<file path="src/logic/clock_sync_pkg.sv">
package clock_sync_pkg;

    localparam int          REG_INDEX_W      = 12;
    localparam int          DIV_W            = 10;
    localparam int          CHANNELS         = 4;

    localparam logic [11:0] IDX_UPDATE       = 12'h0005;
    localparam logic [11:0] IDX_MF_ENABLE    = 12'h0200;
    localparam logic [11:0] IDX_MF_FUNCTION  = 12'h0201;
    localparam logic [11:0] IDX_CHARGE_PUMP  = 12'h0400;
    localparam logic [11:0] IDX_CAL_CONTROL  = 12'h0405;
    localparam logic [11:0] IDX_RF_DIVIDERS  = 12'h0407;
    localparam logic [11:0] IDX_SYNC_CONTROL = 12'h0500;
    localparam logic [11:0] IDX_OUT_ENABLE   = 12'h0501;
    localparam logic [11:0] IDX_RATIO_BASE   = 12'h0502;
    localparam logic [11:0] IDX_FRAME_ENABLE = 12'h0640;
    localparam logic [11:0] IDX_FRAME_CTRL   = 12'h0641;
    localparam logic [11:0] IDX_PIN_CONTROL  = 12'h0642;
    localparam logic [11:0] IDX_PRIORITY     = 12'h0643;
    localparam logic [11:0] IDX_LOOP_MODE    = 12'h0A01;
    localparam logic [11:0] IDX_PLL_STATUS   = 12'h0D01;

    localparam logic [7:0]  UPDATE_CODE      = 8'h01;
    localparam logic [7:0]  MF_ENABLE_CODE   = 8'h01;
    localparam logic [3:0]  RF_RESET_CODE    = 4'hF;
    localparam int          CAL_START_BIT    = 0;
    localparam int          CAL_NOGATE_BIT   = 3;
    localparam int          SYNC_DIRECT_BIT  = 2;
    localparam int          SYNC_MASK_LSB    = 4;
    localparam int          STAT_DPLL_BIT    = 0;
    localparam int          STAT_CAL_BIT     = 1;
    localparam int          STAT_OUTPUT_ANALOG_LOOP_BIT    = 2;
    localparam int          FRAME_VALID_BIT  = 3;
    localparam int          FREE_RUN_BIT     = 5;
    localparam int          HOLDOVER_BIT     = 6;

    localparam logic [1:0]  SRC_NONE         = 2'b00;
    localparam logic [1:0]  SRC_DPLL_LOCK    = 2'b01;
    localparam logic [1:0]  SRC_REF_EDGE     = 2'b10;
    localparam logic [1:0]  SRC_SYNC_PIN     = 2'b11;

    localparam logic [9:0]  RATIO_RESET      = 10'h001;
    localparam logic [7:0]  CHARGE_RESET     = 8'h00;

    localparam int          CLK_PERIOD_NS    = 50;
    localparam int          CAL_TIME_NS      = 10000;
    localparam int          CAL_CYCLES       = (CAL_TIME_NS + CLK_PERIOD_NS - 1) / CLK_PERIOD_NS;

    typedef enum logic [1:0] {
        CAL_IDLE = 2'b00,
        CAL_RUN  = 2'b01,
        CAL_LOCK = 2'b10,
        CAL_DONE = 2'b11
    } cal_state_type;

    typedef struct packed {
        logic [7:0] charge_pump;
        logic       calibrate;
        logic [1:0] rf_div_reset;
        logic [3:0] rf_div_one;
        logic [3:0] rf_div_two;
    } analog_ctrl_type;

    typedef struct packed {
        logic select_second;
        logic holdover;
        logic steer;
        logic frame_edge;
    } ref_select_type;

endpackage

</file>
<file path="src/logic/clock_sync_control.sv">
`timescale 1ns/1ps
module clock_sync_control
    import clock_sync_pkg::*;
#(
    parameter int CAL_COUNT = CAL_CYCLES
) (
    // Clock and reset.
    input  wire logic                 hclk,
    input  wire logic                 hresetn,
    // AHB-Lite slave.
    input  wire logic                 hsel,
    input  wire logic [31:0]          haddr,
    input  wire logic [1:0]           htrans,
    input  wire logic                 hwrite,
    input  wire logic [2:0]           hsize,
    input  wire logic [31:0]          hwdata,
    input  wire logic                 hready,
    output logic                      hreadyout,
    output logic [31:0]               hrdata,
    output logic                      hresp,
    // Asynchronous pins.
    input  wire logic [3:0]           ref_input,
    input  wire logic                 output_analog_loop_locked,
    input  wire logic                 sync_pin_n,
    input  wire logic                 mf_sync_pin,
    input  wire logic                 hard_pin_mode,
    // Same-clock status.
    input  wire logic [3:0]           ref_valid,
    input  wire logic                 dpll_locked,
    input  wire logic                 eeprom_sync_op,
    // Outputs.
    output analog_ctrl_type           analog_ctrl,
    output logic [CHANNELS-1:0]       channel_out,
    output ref_select_type            ref_select,
    output logic                      user_free_run,
    output logic                      user_holdover
);

    // Shadow copies take bus writes; active copies steer the logic.
    logic [7:0]       sh_mf_enable, ac_mf_enable;
    logic             sh_mf_route, ac_mf_route;
    logic [7:0]       sh_charge, ac_charge;
    logic [7:0]       sh_cal, ac_cal;
    logic [7:0]       sh_rf, ac_rf;
    logic [7:0]       sh_sync, ac_sync;
    logic [3:0]       sh_enable, ac_enable;
    logic [DIV_W-1:0] sh_ratio [CHANNELS];
    logic [DIV_W-1:0] ac_ratio [CHANNELS];
    logic             sh_frame_en, ac_frame_en;
    logic [3:0]       sh_frame, ac_frame;
    logic             sh_soft, ac_soft;
    logic [7:0]       sh_prio, ac_prio;
    logic [7:0]       sh_loop, ac_loop;

    logic             wr_pend;
    logic [11:0]      wr_idx;
    logic             update;
    logic             direct_sync;
    logic             auto_sync;
    logic [7:0]       pin_meta, pin_sync, pin_prev;
    logic             dpll_prev;
    cal_state_type    cal_state;
    logic [15:0]      cal_cnt;
    logic             cal_prev;
    logic             frame_active;
    logic             pair_first, pair_second;
    logic             sel_second;

    logic [31:0]      bus_word;
    logic [11:0]      a_idx;
    logic             a_ok;
    logic             wr_take;
    logic             output_analog_loop_ready;
    logic             gate_open;
    logic             sync_event;
    logic             sync_fwd;
    logic             ref_rise;

    assign a_idx   = haddr[13:2];
    assign a_ok    = hsel && hready && htrans[1] && (haddr[31:14] == 18'h0_0000)
                     && (haddr[1:0] == 2'b00);
    assign wr_take = wr_pend && hready;

    always_ff @(posedge hclk or negedge hresetn) begin
        if (!hresetn) begin
            wr_pend   <= 1'b0;
            wr_idx    <= 12'h000;
            hreadyout <= 1'b0;
            hresp     <= 1'b0;
        end else begin
            hreadyout <= 1'b1;
            hresp     <= 1'b0;
            if (hready) begin
                wr_pend <= a_ok && hwrite;
                wr_idx  <= a_idx;
            end
        end
    end

    always_comb begin
        bus_word = 32'h0000_0000;
        case (a_idx)
            IDX_MF_ENABLE:    bus_word[7:0] = sh_mf_enable;
            IDX_MF_FUNCTION:  bus_word[0]   = sh_mf_route;
            IDX_CHARGE_PUMP:  bus_word[7:0] = sh_charge;
            IDX_CAL_CONTROL:  bus_word[7:0] = sh_cal;
            IDX_RF_DIVIDERS:  bus_word[7:0] = sh_rf;
            IDX_SYNC_CONTROL: bus_word[7:0] = sh_sync;
            IDX_OUT_ENABLE:   bus_word[3:0] = sh_enable;
            IDX_FRAME_ENABLE: bus_word[0]   = sh_frame_en;
            IDX_FRAME_CTRL:   bus_word[3:0] = sh_frame;
            IDX_PIN_CONTROL:  bus_word[0]   = sh_soft;
            IDX_PRIORITY:     bus_word[7:0] = sh_prio;
            IDX_LOOP_MODE:    bus_word[7:0] = sh_loop;
            IDX_PLL_STATUS: begin
                bus_word[STAT_DPLL_BIT] = dpll_locked;
                bus_word[STAT_CAL_BIT]  = (cal_state == CAL_RUN);
                bus_word[STAT_OUTPUT_ANALOG_LOOP_BIT] = output_analog_loop_ready;
            end
            default: begin
                for (int i = 0; i < CHANNELS; i++) begin
                    if (a_idx == IDX_RATIO_BASE + 12'(i)) begin
                        bus_word[DIV_W-1:0] = sh_ratio[i];
                    end
                end
            end
        endcase
    end

    always_ff @(posedge hclk or negedge hresetn) begin
        if (!hresetn) begin
            hrdata <= 32'h0000_0000;
        end else if (a_ok && !hwrite) begin
            hrdata <= bus_word;
        end
    end

    always_ff @(posedge hclk or negedge hresetn) begin
        if (!hresetn) begin
            sh_mf_enable <= 8'h00;
            sh_mf_route  <= 1'b0;
            sh_charge    <= CHARGE_RESET;
            sh_cal       <= 8'h00;
            sh_rf        <= 8'h00;
            sh_sync      <= 8'h00;
            sh_enable    <= 4'h0;
            sh_frame_en  <= 1'b0;
            sh_frame     <= 4'h0;
            sh_soft      <= 1'b0;
            sh_prio      <= 8'h00;
            sh_loop      <= 8'h00;
            for (int i = 0; i < CHANNELS; i++) begin
                sh_ratio[i] <= RATIO_RESET;
            end
        end else begin
            // The direct sync bit is a strobe; it clears once applied.
            if (update) begin
                sh_sync[SYNC_DIRECT_BIT] <= 1'b0;
            end
            if (wr_take) begin
                case (wr_idx)
                    IDX_MF_ENABLE:    sh_mf_enable <= hwdata[7:0];
                    IDX_MF_FUNCTION:  sh_mf_route  <= hwdata[0];
                    IDX_CHARGE_PUMP:  sh_charge    <= hwdata[7:0];
                    IDX_CAL_CONTROL:  sh_cal       <= hwdata[7:0];
                    IDX_RF_DIVIDERS:  sh_rf        <= hwdata[7:0];
                    IDX_SYNC_CONTROL: sh_sync      <= hwdata[7:0];
                    IDX_OUT_ENABLE:   sh_enable    <= hwdata[3:0];
                    IDX_FRAME_ENABLE: sh_frame_en  <= hwdata[0];
                    IDX_FRAME_CTRL:   sh_frame     <= hwdata[3:0];
                    IDX_PIN_CONTROL:  sh_soft      <= hwdata[0];
                    IDX_PRIORITY:     sh_prio      <= hwdata[7:0];
                    IDX_LOOP_MODE:    sh_loop      <= hwdata[7:0];
                    default: begin
                        for (int i = 0; i < CHANNELS; i++) begin
                            if (wr_idx == IDX_RATIO_BASE + 12'(i)) begin
                                sh_ratio[i] <= hwdata[DIV_W-1:0];
                            end
                        end
                    end
                endcase
            end
        end
    end

    always_ff @(posedge hclk or negedge hresetn) begin
        if (!hresetn) begin
            update       <= 1'b0;
            direct_sync  <= 1'b0;
            auto_sync    <= 1'b0;
            ac_mf_enable <= 8'h00;
            ac_mf_route  <= 1'b0;
            ac_charge    <= CHARGE_RESET;
            ac_cal       <= 8'h00;
            ac_rf        <= 8'h00;
            ac_sync      <= 8'h00;
            ac_enable    <= 4'h0;
            ac_frame_en  <= 1'b0;
            ac_frame     <= 4'h0;
            ac_soft      <= 1'b0;
            ac_prio      <= 8'h00;
            ac_loop      <= 8'h00;
            for (int i = 0; i < CHANNELS; i++) begin
                ac_ratio[i] <= RATIO_RESET;
            end
        end else begin
            update      <= wr_take && (wr_idx == IDX_UPDATE) && (hwdata[7:0] == UPDATE_CODE);
            direct_sync <= update && sh_sync[SYNC_DIRECT_BIT];
            // routing the pin before its enable applies fires a sync.
            auto_sync   <= update && sh_mf_route && !ac_mf_route
                           && (ac_mf_enable != MF_ENABLE_CODE);
            if (update) begin
                ac_mf_enable <= sh_mf_enable;
                ac_mf_route  <= sh_mf_route;
                ac_charge    <= sh_charge;
                ac_cal       <= sh_cal;
                ac_rf        <= sh_rf;
                ac_sync      <= sh_sync;
                ac_enable    <= sh_enable;
                ac_frame_en  <= sh_frame_en;
                ac_frame     <= sh_frame;
                ac_soft      <= sh_soft;
                ac_prio      <= sh_prio;
                ac_loop      <= sh_loop;
                for (int i = 0; i < CHANNELS; i++) begin
                    ac_ratio[i] <= sh_ratio[i];
                end
            end
        end
    end

    // Pins pass two flops; a third copy serves edge detection.
    always_ff @(posedge hclk or negedge hresetn) begin
        if (!hresetn) begin
            pin_meta  <= 8'h00;
            pin_sync  <= 8'h00;
            pin_prev  <= 8'h00;
            dpll_prev <= 1'b0;
        end else begin
            pin_meta  <= {hard_pin_mode, mf_sync_pin, sync_pin_n,
                          output_analog_loop_locked, ref_input};
            pin_sync  <= pin_meta;
            pin_prev  <= pin_sync;
            dpll_prev <= dpll_locked;
        end
    end

    always_ff @(posedge hclk or negedge hresetn) begin
        if (!hresetn) begin
            cal_state <= CAL_IDLE;
            cal_cnt   <= 16'h0000;
            cal_prev  <= 1'b0;
        end else begin
            cal_prev <= ac_cal[CAL_START_BIT];
            case (cal_state)
                CAL_IDLE, CAL_DONE, CAL_LOCK: begin
                    if (ac_cal[CAL_START_BIT] && !cal_prev) begin
                        cal_state <= CAL_RUN;
                        cal_cnt   <= 16'h0000;
                    end else if (cal_state == CAL_LOCK && pin_sync[4]) begin
                        cal_state <= CAL_DONE;
                    end
                end
                CAL_RUN: begin
                    if (cal_cnt == 16'(CAL_COUNT - 1)) begin
                        cal_state <= CAL_LOCK;
                    end else begin
                        cal_cnt <= cal_cnt + 16'h0001;
                    end
                end
                default: cal_state <= CAL_IDLE;
            endcase
        end
    end

    assign output_analog_loop_ready = (cal_state == CAL_DONE) && pin_sync[4];
    assign gate_open  = output_analog_loop_ready || ac_cal[CAL_NOGATE_BIT];
    assign ref_rise   = sel_second ? (pin_sync[1] && !pin_prev[1])
                                   : (pin_sync[0] && !pin_prev[0]);

    always_comb begin
        sync_event = direct_sync || eeprom_sync_op || auto_sync
                     || (ac_mf_enable == MF_ENABLE_CODE && ac_mf_route
                         && pin_sync[6] && !pin_prev[6]);
        case (ac_sync[1:0])
            SRC_DPLL_LOCK: sync_event = sync_event || (dpll_locked && !dpll_prev);
            SRC_REF_EDGE:  sync_event = sync_event || ref_rise;
            // In frame mode the sync pin fires no sync and is not used.
            SRC_SYNC_PIN:  sync_event = sync_event || (!frame_active
                                        && !pin_sync[5] && pin_prev[5]);
            default:       sync_event = sync_event;
        endcase
    end

    assign sync_fwd = sync_event && gate_open;

    always_ff @(posedge hclk or negedge hresetn) begin
        if (!hresetn) begin
            analog_ctrl   <= '0;
            user_free_run <= 1'b0;
            user_holdover <= 1'b0;
        end else begin
            analog_ctrl.charge_pump  <= ac_charge;
            analog_ctrl.calibrate    <= (cal_state == CAL_RUN);
            analog_ctrl.rf_div_one   <= ac_rf[3:0];
            analog_ctrl.rf_div_two   <= ac_rf[7:4];
            analog_ctrl.rf_div_reset <= {(cal_state == CAL_RUN) || ac_rf[7:4] == RF_RESET_CODE,
                                         (cal_state == CAL_RUN) || ac_rf[3:0] == RF_RESET_CODE};
            user_free_run <= ac_loop[FREE_RUN_BIT];
            user_holdover <= ac_loop[HOLDOVER_BIT];
        end
    end

    // Each half period lasts ratio hclk cycles (ratio 0 acts as 1), so any ratio gives an even duty.
    for (genvar g = 0; g < CHANNELS; g++) begin : gen_channel
        logic [DIV_W-1:0] cnt;
        logic             phase;
        logic             running;
        logic             en_live;
        logic             mask;
        logic [DIV_W-1:0] last;

        assign mask = ac_sync[SYNC_MASK_LSB + g];
        assign last = (ac_ratio[g] == '0) ? '0 : ac_ratio[g] - 10'h001;

        always_ff @(posedge hclk or negedge hresetn) begin
            if (!hresetn) begin
                cnt            <= '0;
                phase          <= 1'b0;
                running        <= 1'b0;
                en_live        <= 1'b0;
                channel_out[g] <= 1'b0;
            end else begin
                channel_out[g] <= phase && en_live;
                if (sync_fwd && !mask) begin
                    running <= 1'b1;
                    cnt     <= '0;
                    phase   <= 1'b0;
                end else if (mask && gate_open && !running) begin
                    running <= 1'b1;
                    cnt     <= '0;
                    phase   <= 1'b0;
                end else if (running) begin
                    if (cnt >= last) begin
                        cnt   <= '0;
                        phase <= !phase;
                    end else begin
                        cnt <= cnt + 10'h001;
                    end
                end
                if (!running || (phase && cnt >= last)) begin
                    en_live <= ac_enable[g];
                end
            end
        end
    end

    assign frame_active = ac_frame_en && !ac_soft && !pin_sync[7];
    assign pair_first   = ref_valid[0] && (ref_valid[2] || !ac_frame[FRAME_VALID_BIT]);
    assign pair_second  = ref_valid[1] && (ref_valid[3] || !ac_frame[FRAME_VALID_BIT]);

    always_ff @(posedge hclk or negedge hresetn) begin
        if (!hresetn) begin
            sel_second <= 1'b0;
            ref_select <= '0;
        end else begin
            if (pair_first && pair_second) begin
                sel_second <= (ac_prio[6:4] > ac_prio[2:0]);
            end else if (pair_first || pair_second) begin
                sel_second <= pair_second;
            end
            ref_select.select_second <= sel_second;
            ref_select.holdover <= frame_active && !pair_first && !pair_second;
            ref_select.steer <= frame_active && (pair_first || pair_second);
            ref_select.frame_edge <= frame_active && (pair_first || pair_second)
                && (sel_second ? (pin_sync[3] && !pin_prev[3])
                               : (pin_sync[2] && !pin_prev[2]));
        end
    end

endmodule

</file>
<file path="config.mk">
export PLATFORM = sky130hd
export DESIGN_NAME = clock_sync_control
export DESIGN_NICKNAME = d
export VERILOG_FILES = /design/src/logic/clock_sync_pkg.sv /design/src/logic/clock_sync_control.sv
export SDC_FILE = /design/constraint.sdc
export NUM_CORES = 1
export LEC_CHECK = 0
export BUFFER_PORTS_ARGS = -buffer_cell sky130_fd_sc_hd__buf_2
export CAP_MARGIN = 20
export CORE_MARGIN = 3
export CORE_UTILIZATION = 62
export CTS_BUF_LIST = sky130_fd_sc_hd__clkbuf_8
export CTS_CLUSTER_DIAMETER = 40
export CTS_CLUSTER_SIZE = 24
export DETAILED_ROUTE_END_ITERATION = 10
export PLACE_DENSITY = 0.8
export SYNTH_ARGS = -nofsm -noshare
export SYNTH_HDL_FRONTEND = slang
export SYNTH_SLANG_ARGS = --single-unit
</file>
<file path="constraint.sdc">
create_clock -name hclk -period 4.81 [get_ports hclk]
set_clock_uncertainty 0.1 [all_clocks]
set_input_delay 0.962 -clock hclk [delete_from_list [all_inputs] [get_ports hclk]]
set_output_delay 0.962 -clock hclk [all_outputs]
set_load 0.02 [all_outputs]
</file>
==> results.toml <==
[power_and_ir_drop]
p_leak_nw = 8.91
total_power_mw = 5.66
ir_worst_vdd_mv = 0.284
p_per_area_nw_per_um2 = 303

[floorplanning]
initial_utilization_pct = 64.0
rows = 59
core_area_um2 = 26400
fp.dieW_um = 171
ioPinCount = 151
die_h_um = 171
die_area_um2 = 29300

[min_path]
whs_endpoint = "pin_sync[2]"
hold_class = "register to register"
min_delay_path_depth = 0
worstHoldStart = "pin_meta[2]"

[synthesis]
synth_most_common_cell = "dfrtp_1"
synth_top_family_by_area = "simple AND/OR/NAND/NOR gates"
synthCells = 1484
synthTopCellsByArea = "dfrtp_1 50%, mux2_2 11%, ha_1 4.1%, nand2_1 3.0%, mux2_4 2.7%"
synthDistinctLibCells = 86
synth-xor-area-share_pct = 2.02
synth_simple_gate_area_share_pct = 15.4
synth_top_area_cell = "dfrtp_1"
synth-edff-count = 0
synthAdderAreaFrac_pct = 4.14
yosys-top-cells-count = "338 x dfrtp_1, 164 x mux2_2, 136 x nand2_1, 76 x nand3_1, 73 x nor2_1"
synth-seq-cells = 346
synth_top_cell_area_share_pct = 50.0
ys.flop_type = "dfrtp_1"
ys_seq_area_share_pct = 51.2
ys_warn_count = 0
synthMuxAreaShare_pct = 15.2
synth_area_um2 = 16900
avgSynthCellArea_um2 = 11.4
async_flop_share_pct = 100
synth_compound_area_share_pct = 8.54

[route]
drt_iter0_markers = 1007
vias = 12200
routed_wl_um = 39700
route.detailed.drc = 0
wl_per_cell_um = 20.2
antenna_left = 0
vias_per_cell = 6.20
drt-pass1-iter-count = 5

[outcome]
outcome = "finished, final reports clean"

[critical_path]
worstSetupEndpointType = "register"
reg2reg_to = "gen_channel[3].cnt[8]"
cp.arrival_ns = 4.47
r2r_cells = 11
cp_data_required_time_ns = 5.21
reg2reg_slack_ns = 0.74
r2r-start = "ac_ratio[6]"
crit_path_max_fanout = 10
worstSetupPathType = "register to register"
cp-start-kind = "register"

[grt]
gr-usage-all-layers_pct = 27.6
antenna_found_initial = 0
grt_pass1_vias = 12200
met3_usage_pct = 4.05
grt_max_degree = 96
grt_busiest_layer = "met2"
grt_pass1_wl_um = 64500
overflow = 0
grt_util_met1_pct = 38.1
met2_usage_pct = 45.5

[placement]
placedInstanceArea_um2 = 17600
dpl.hpwl_um = 27900
dp_worst_setup_slack_ns = 0.799
port_buffers = 101
placed_cells_incl_taps = 1880
gp_congestion = 0.936

[cts]
clk_pin_slew_ns = 0.09
root_buffer = "clkbuf_8"
postCtsHoldBufs = 0
cts-htree-levels = 2
cts_setup_buffers = 0
cts_resized = 0
cts_tree = "yes"
numCtsBuffers = 44
clockBufferDepth = 3
clk_latency_ns = 0.58
clock_sinks = 346

[sta]
setup_slack_ns = 0.737
period_needed_ns = 4.07
worstMarginPinSlew_ns = 0.922
setup_viol_count_final = 0
hold_viol = 0
timing.setup.tns_ns = 0
slew_headroom_pct = 38.2
final_max_slew_viol_count = 0
hold_slack_ns = 0.248
finalCritPeriodShare_pct = 84.7
rsz0062_at_grt = "no"
clock.fmax_ghz = 0.246

[final_layout]
syn_to_final_growth_pct = 10.4
nFillCells = 1920
final_cells = 1962
utilization_pct = 70.6
drive_gt1_share_pct = 26.0
nNetsFinal = 1735
final_area_um2 = 18700
diodes = 0

[flow_run]
drv_cap = 0
## cells in the final DEF, fill, tap and decap left out, types with 11 or more instances in the layout
cell      count
dfrtp_1     337
mux2_2      164
nand2_1     136
buf_2       100
nand3_1      76
nor2_1       73
ha_1         56
o21ai_0      49
clkbuf_8     48
inv_1        42
a21oi_1      31
mux2_4       30
nor3_1       26
mux2i_1      25
xor2_1       24
conb_1       24
nand4_1      23
a22oi_1      22
nor4_1       21
or3_1        19
nand2b_1     18
and3_1       16
xnor2_1      15
a31oi_1      14
and2_1       13
o211ai_1     11
## worst max path at each step
stage	startpoint	to	slack (ns)	cells after the start
after floorplan	ac_ratio[7]	gen_channel[3].cnt[8]	1.19	11
after CTS	ac_ratio[7]	gen_channel[3].cnt[3]	0.74	11
after detailed placement	ac_ratio[7]	gen_channel[3].cnt[6]	0.80	11
final	ac_ratio[6]	gen_channel[3].cnt[8]	0.74	11
after global placement	ac_ratio[13]	gen_channel[2].cnt[8]	0.92	11
after global routing	ac_ratio[13]	gen_channel[2].cnt[6]	0.27	11
## metal layers
| layer | vias to the layer above | wire, um |
|---|---|---|
| met1 | 6059 | 17100 |
| met2 | 411 | 18900 |
| met5 | - | 0 |
| met4 | 0 | 1370 |
| met3 | 89 | 2260 |
| li1 | 5599 | - |
## cells by family (layout without fill, tap and decap cells)
| family | after synthesis | count (layout) |
|---|---|---|
| and+or+nand+nor | 498 | 498 |
| DFF | 346 | 346 |
| muxes | 220 | 220 |
| AOI/OAI and AO/OA | 212 | 212 |
| buffers and inverters | 111 | 232 |
| adders and majority gates | 56 | 56 |
| xor gates and xnor gates | 39 | 39 |
| other | 2 | 24 |
## final cells by class
type / count / area, um^2 / share of cell area [%]
Sequential cell: 346 / 8670 / 46.4
Multi-Input combinational cell: 1049 / 7760 / 41.6
Clock buffer: 48 / 661 / 3.54
Timing Repair Buffer: 111 / 616 / 3.30
Tap cell: 335 / 419 / 2.25
Clock inverter: 34 / 393 / 2.10
Inverter: 39 / 146 / 0.784
## where the power goes
part / switching (mW) / internal [mW] / total [mW]
logic: 0.148 / 0.0502 / 0.199
registers: 0.0169 / 2.93 / 2.95
clock network: 1.25 / 1.27 / 2.52
## critical path: stages, from the launching register on
cell	delay (ns)
dfrtp_1	0.42
or4_1	0.57
nor2_1	0.14
nand4b_1	0.33
and2_1	0.31
ha_1	0.27
or3b_2	0.46
o2111ai_1	0.12
nand4_1	0.20
a211o_1	0.45
or4_1	0.54
nand3_1	0.08
## state kept, by name, summed over array words and instances, names as in the netlist, 10 cells and up
| signal | count |
|---|---|
| cal_cnt | 16 |
| hrdata | 10 |
| analog_ctrl | 19 |
| sh_ratio | 40 |
| ac_ratio | 40 |
| gen_channel.cnt | 40 |
| wr_idx | 12 |
Power figures use the tool's default switching activity.
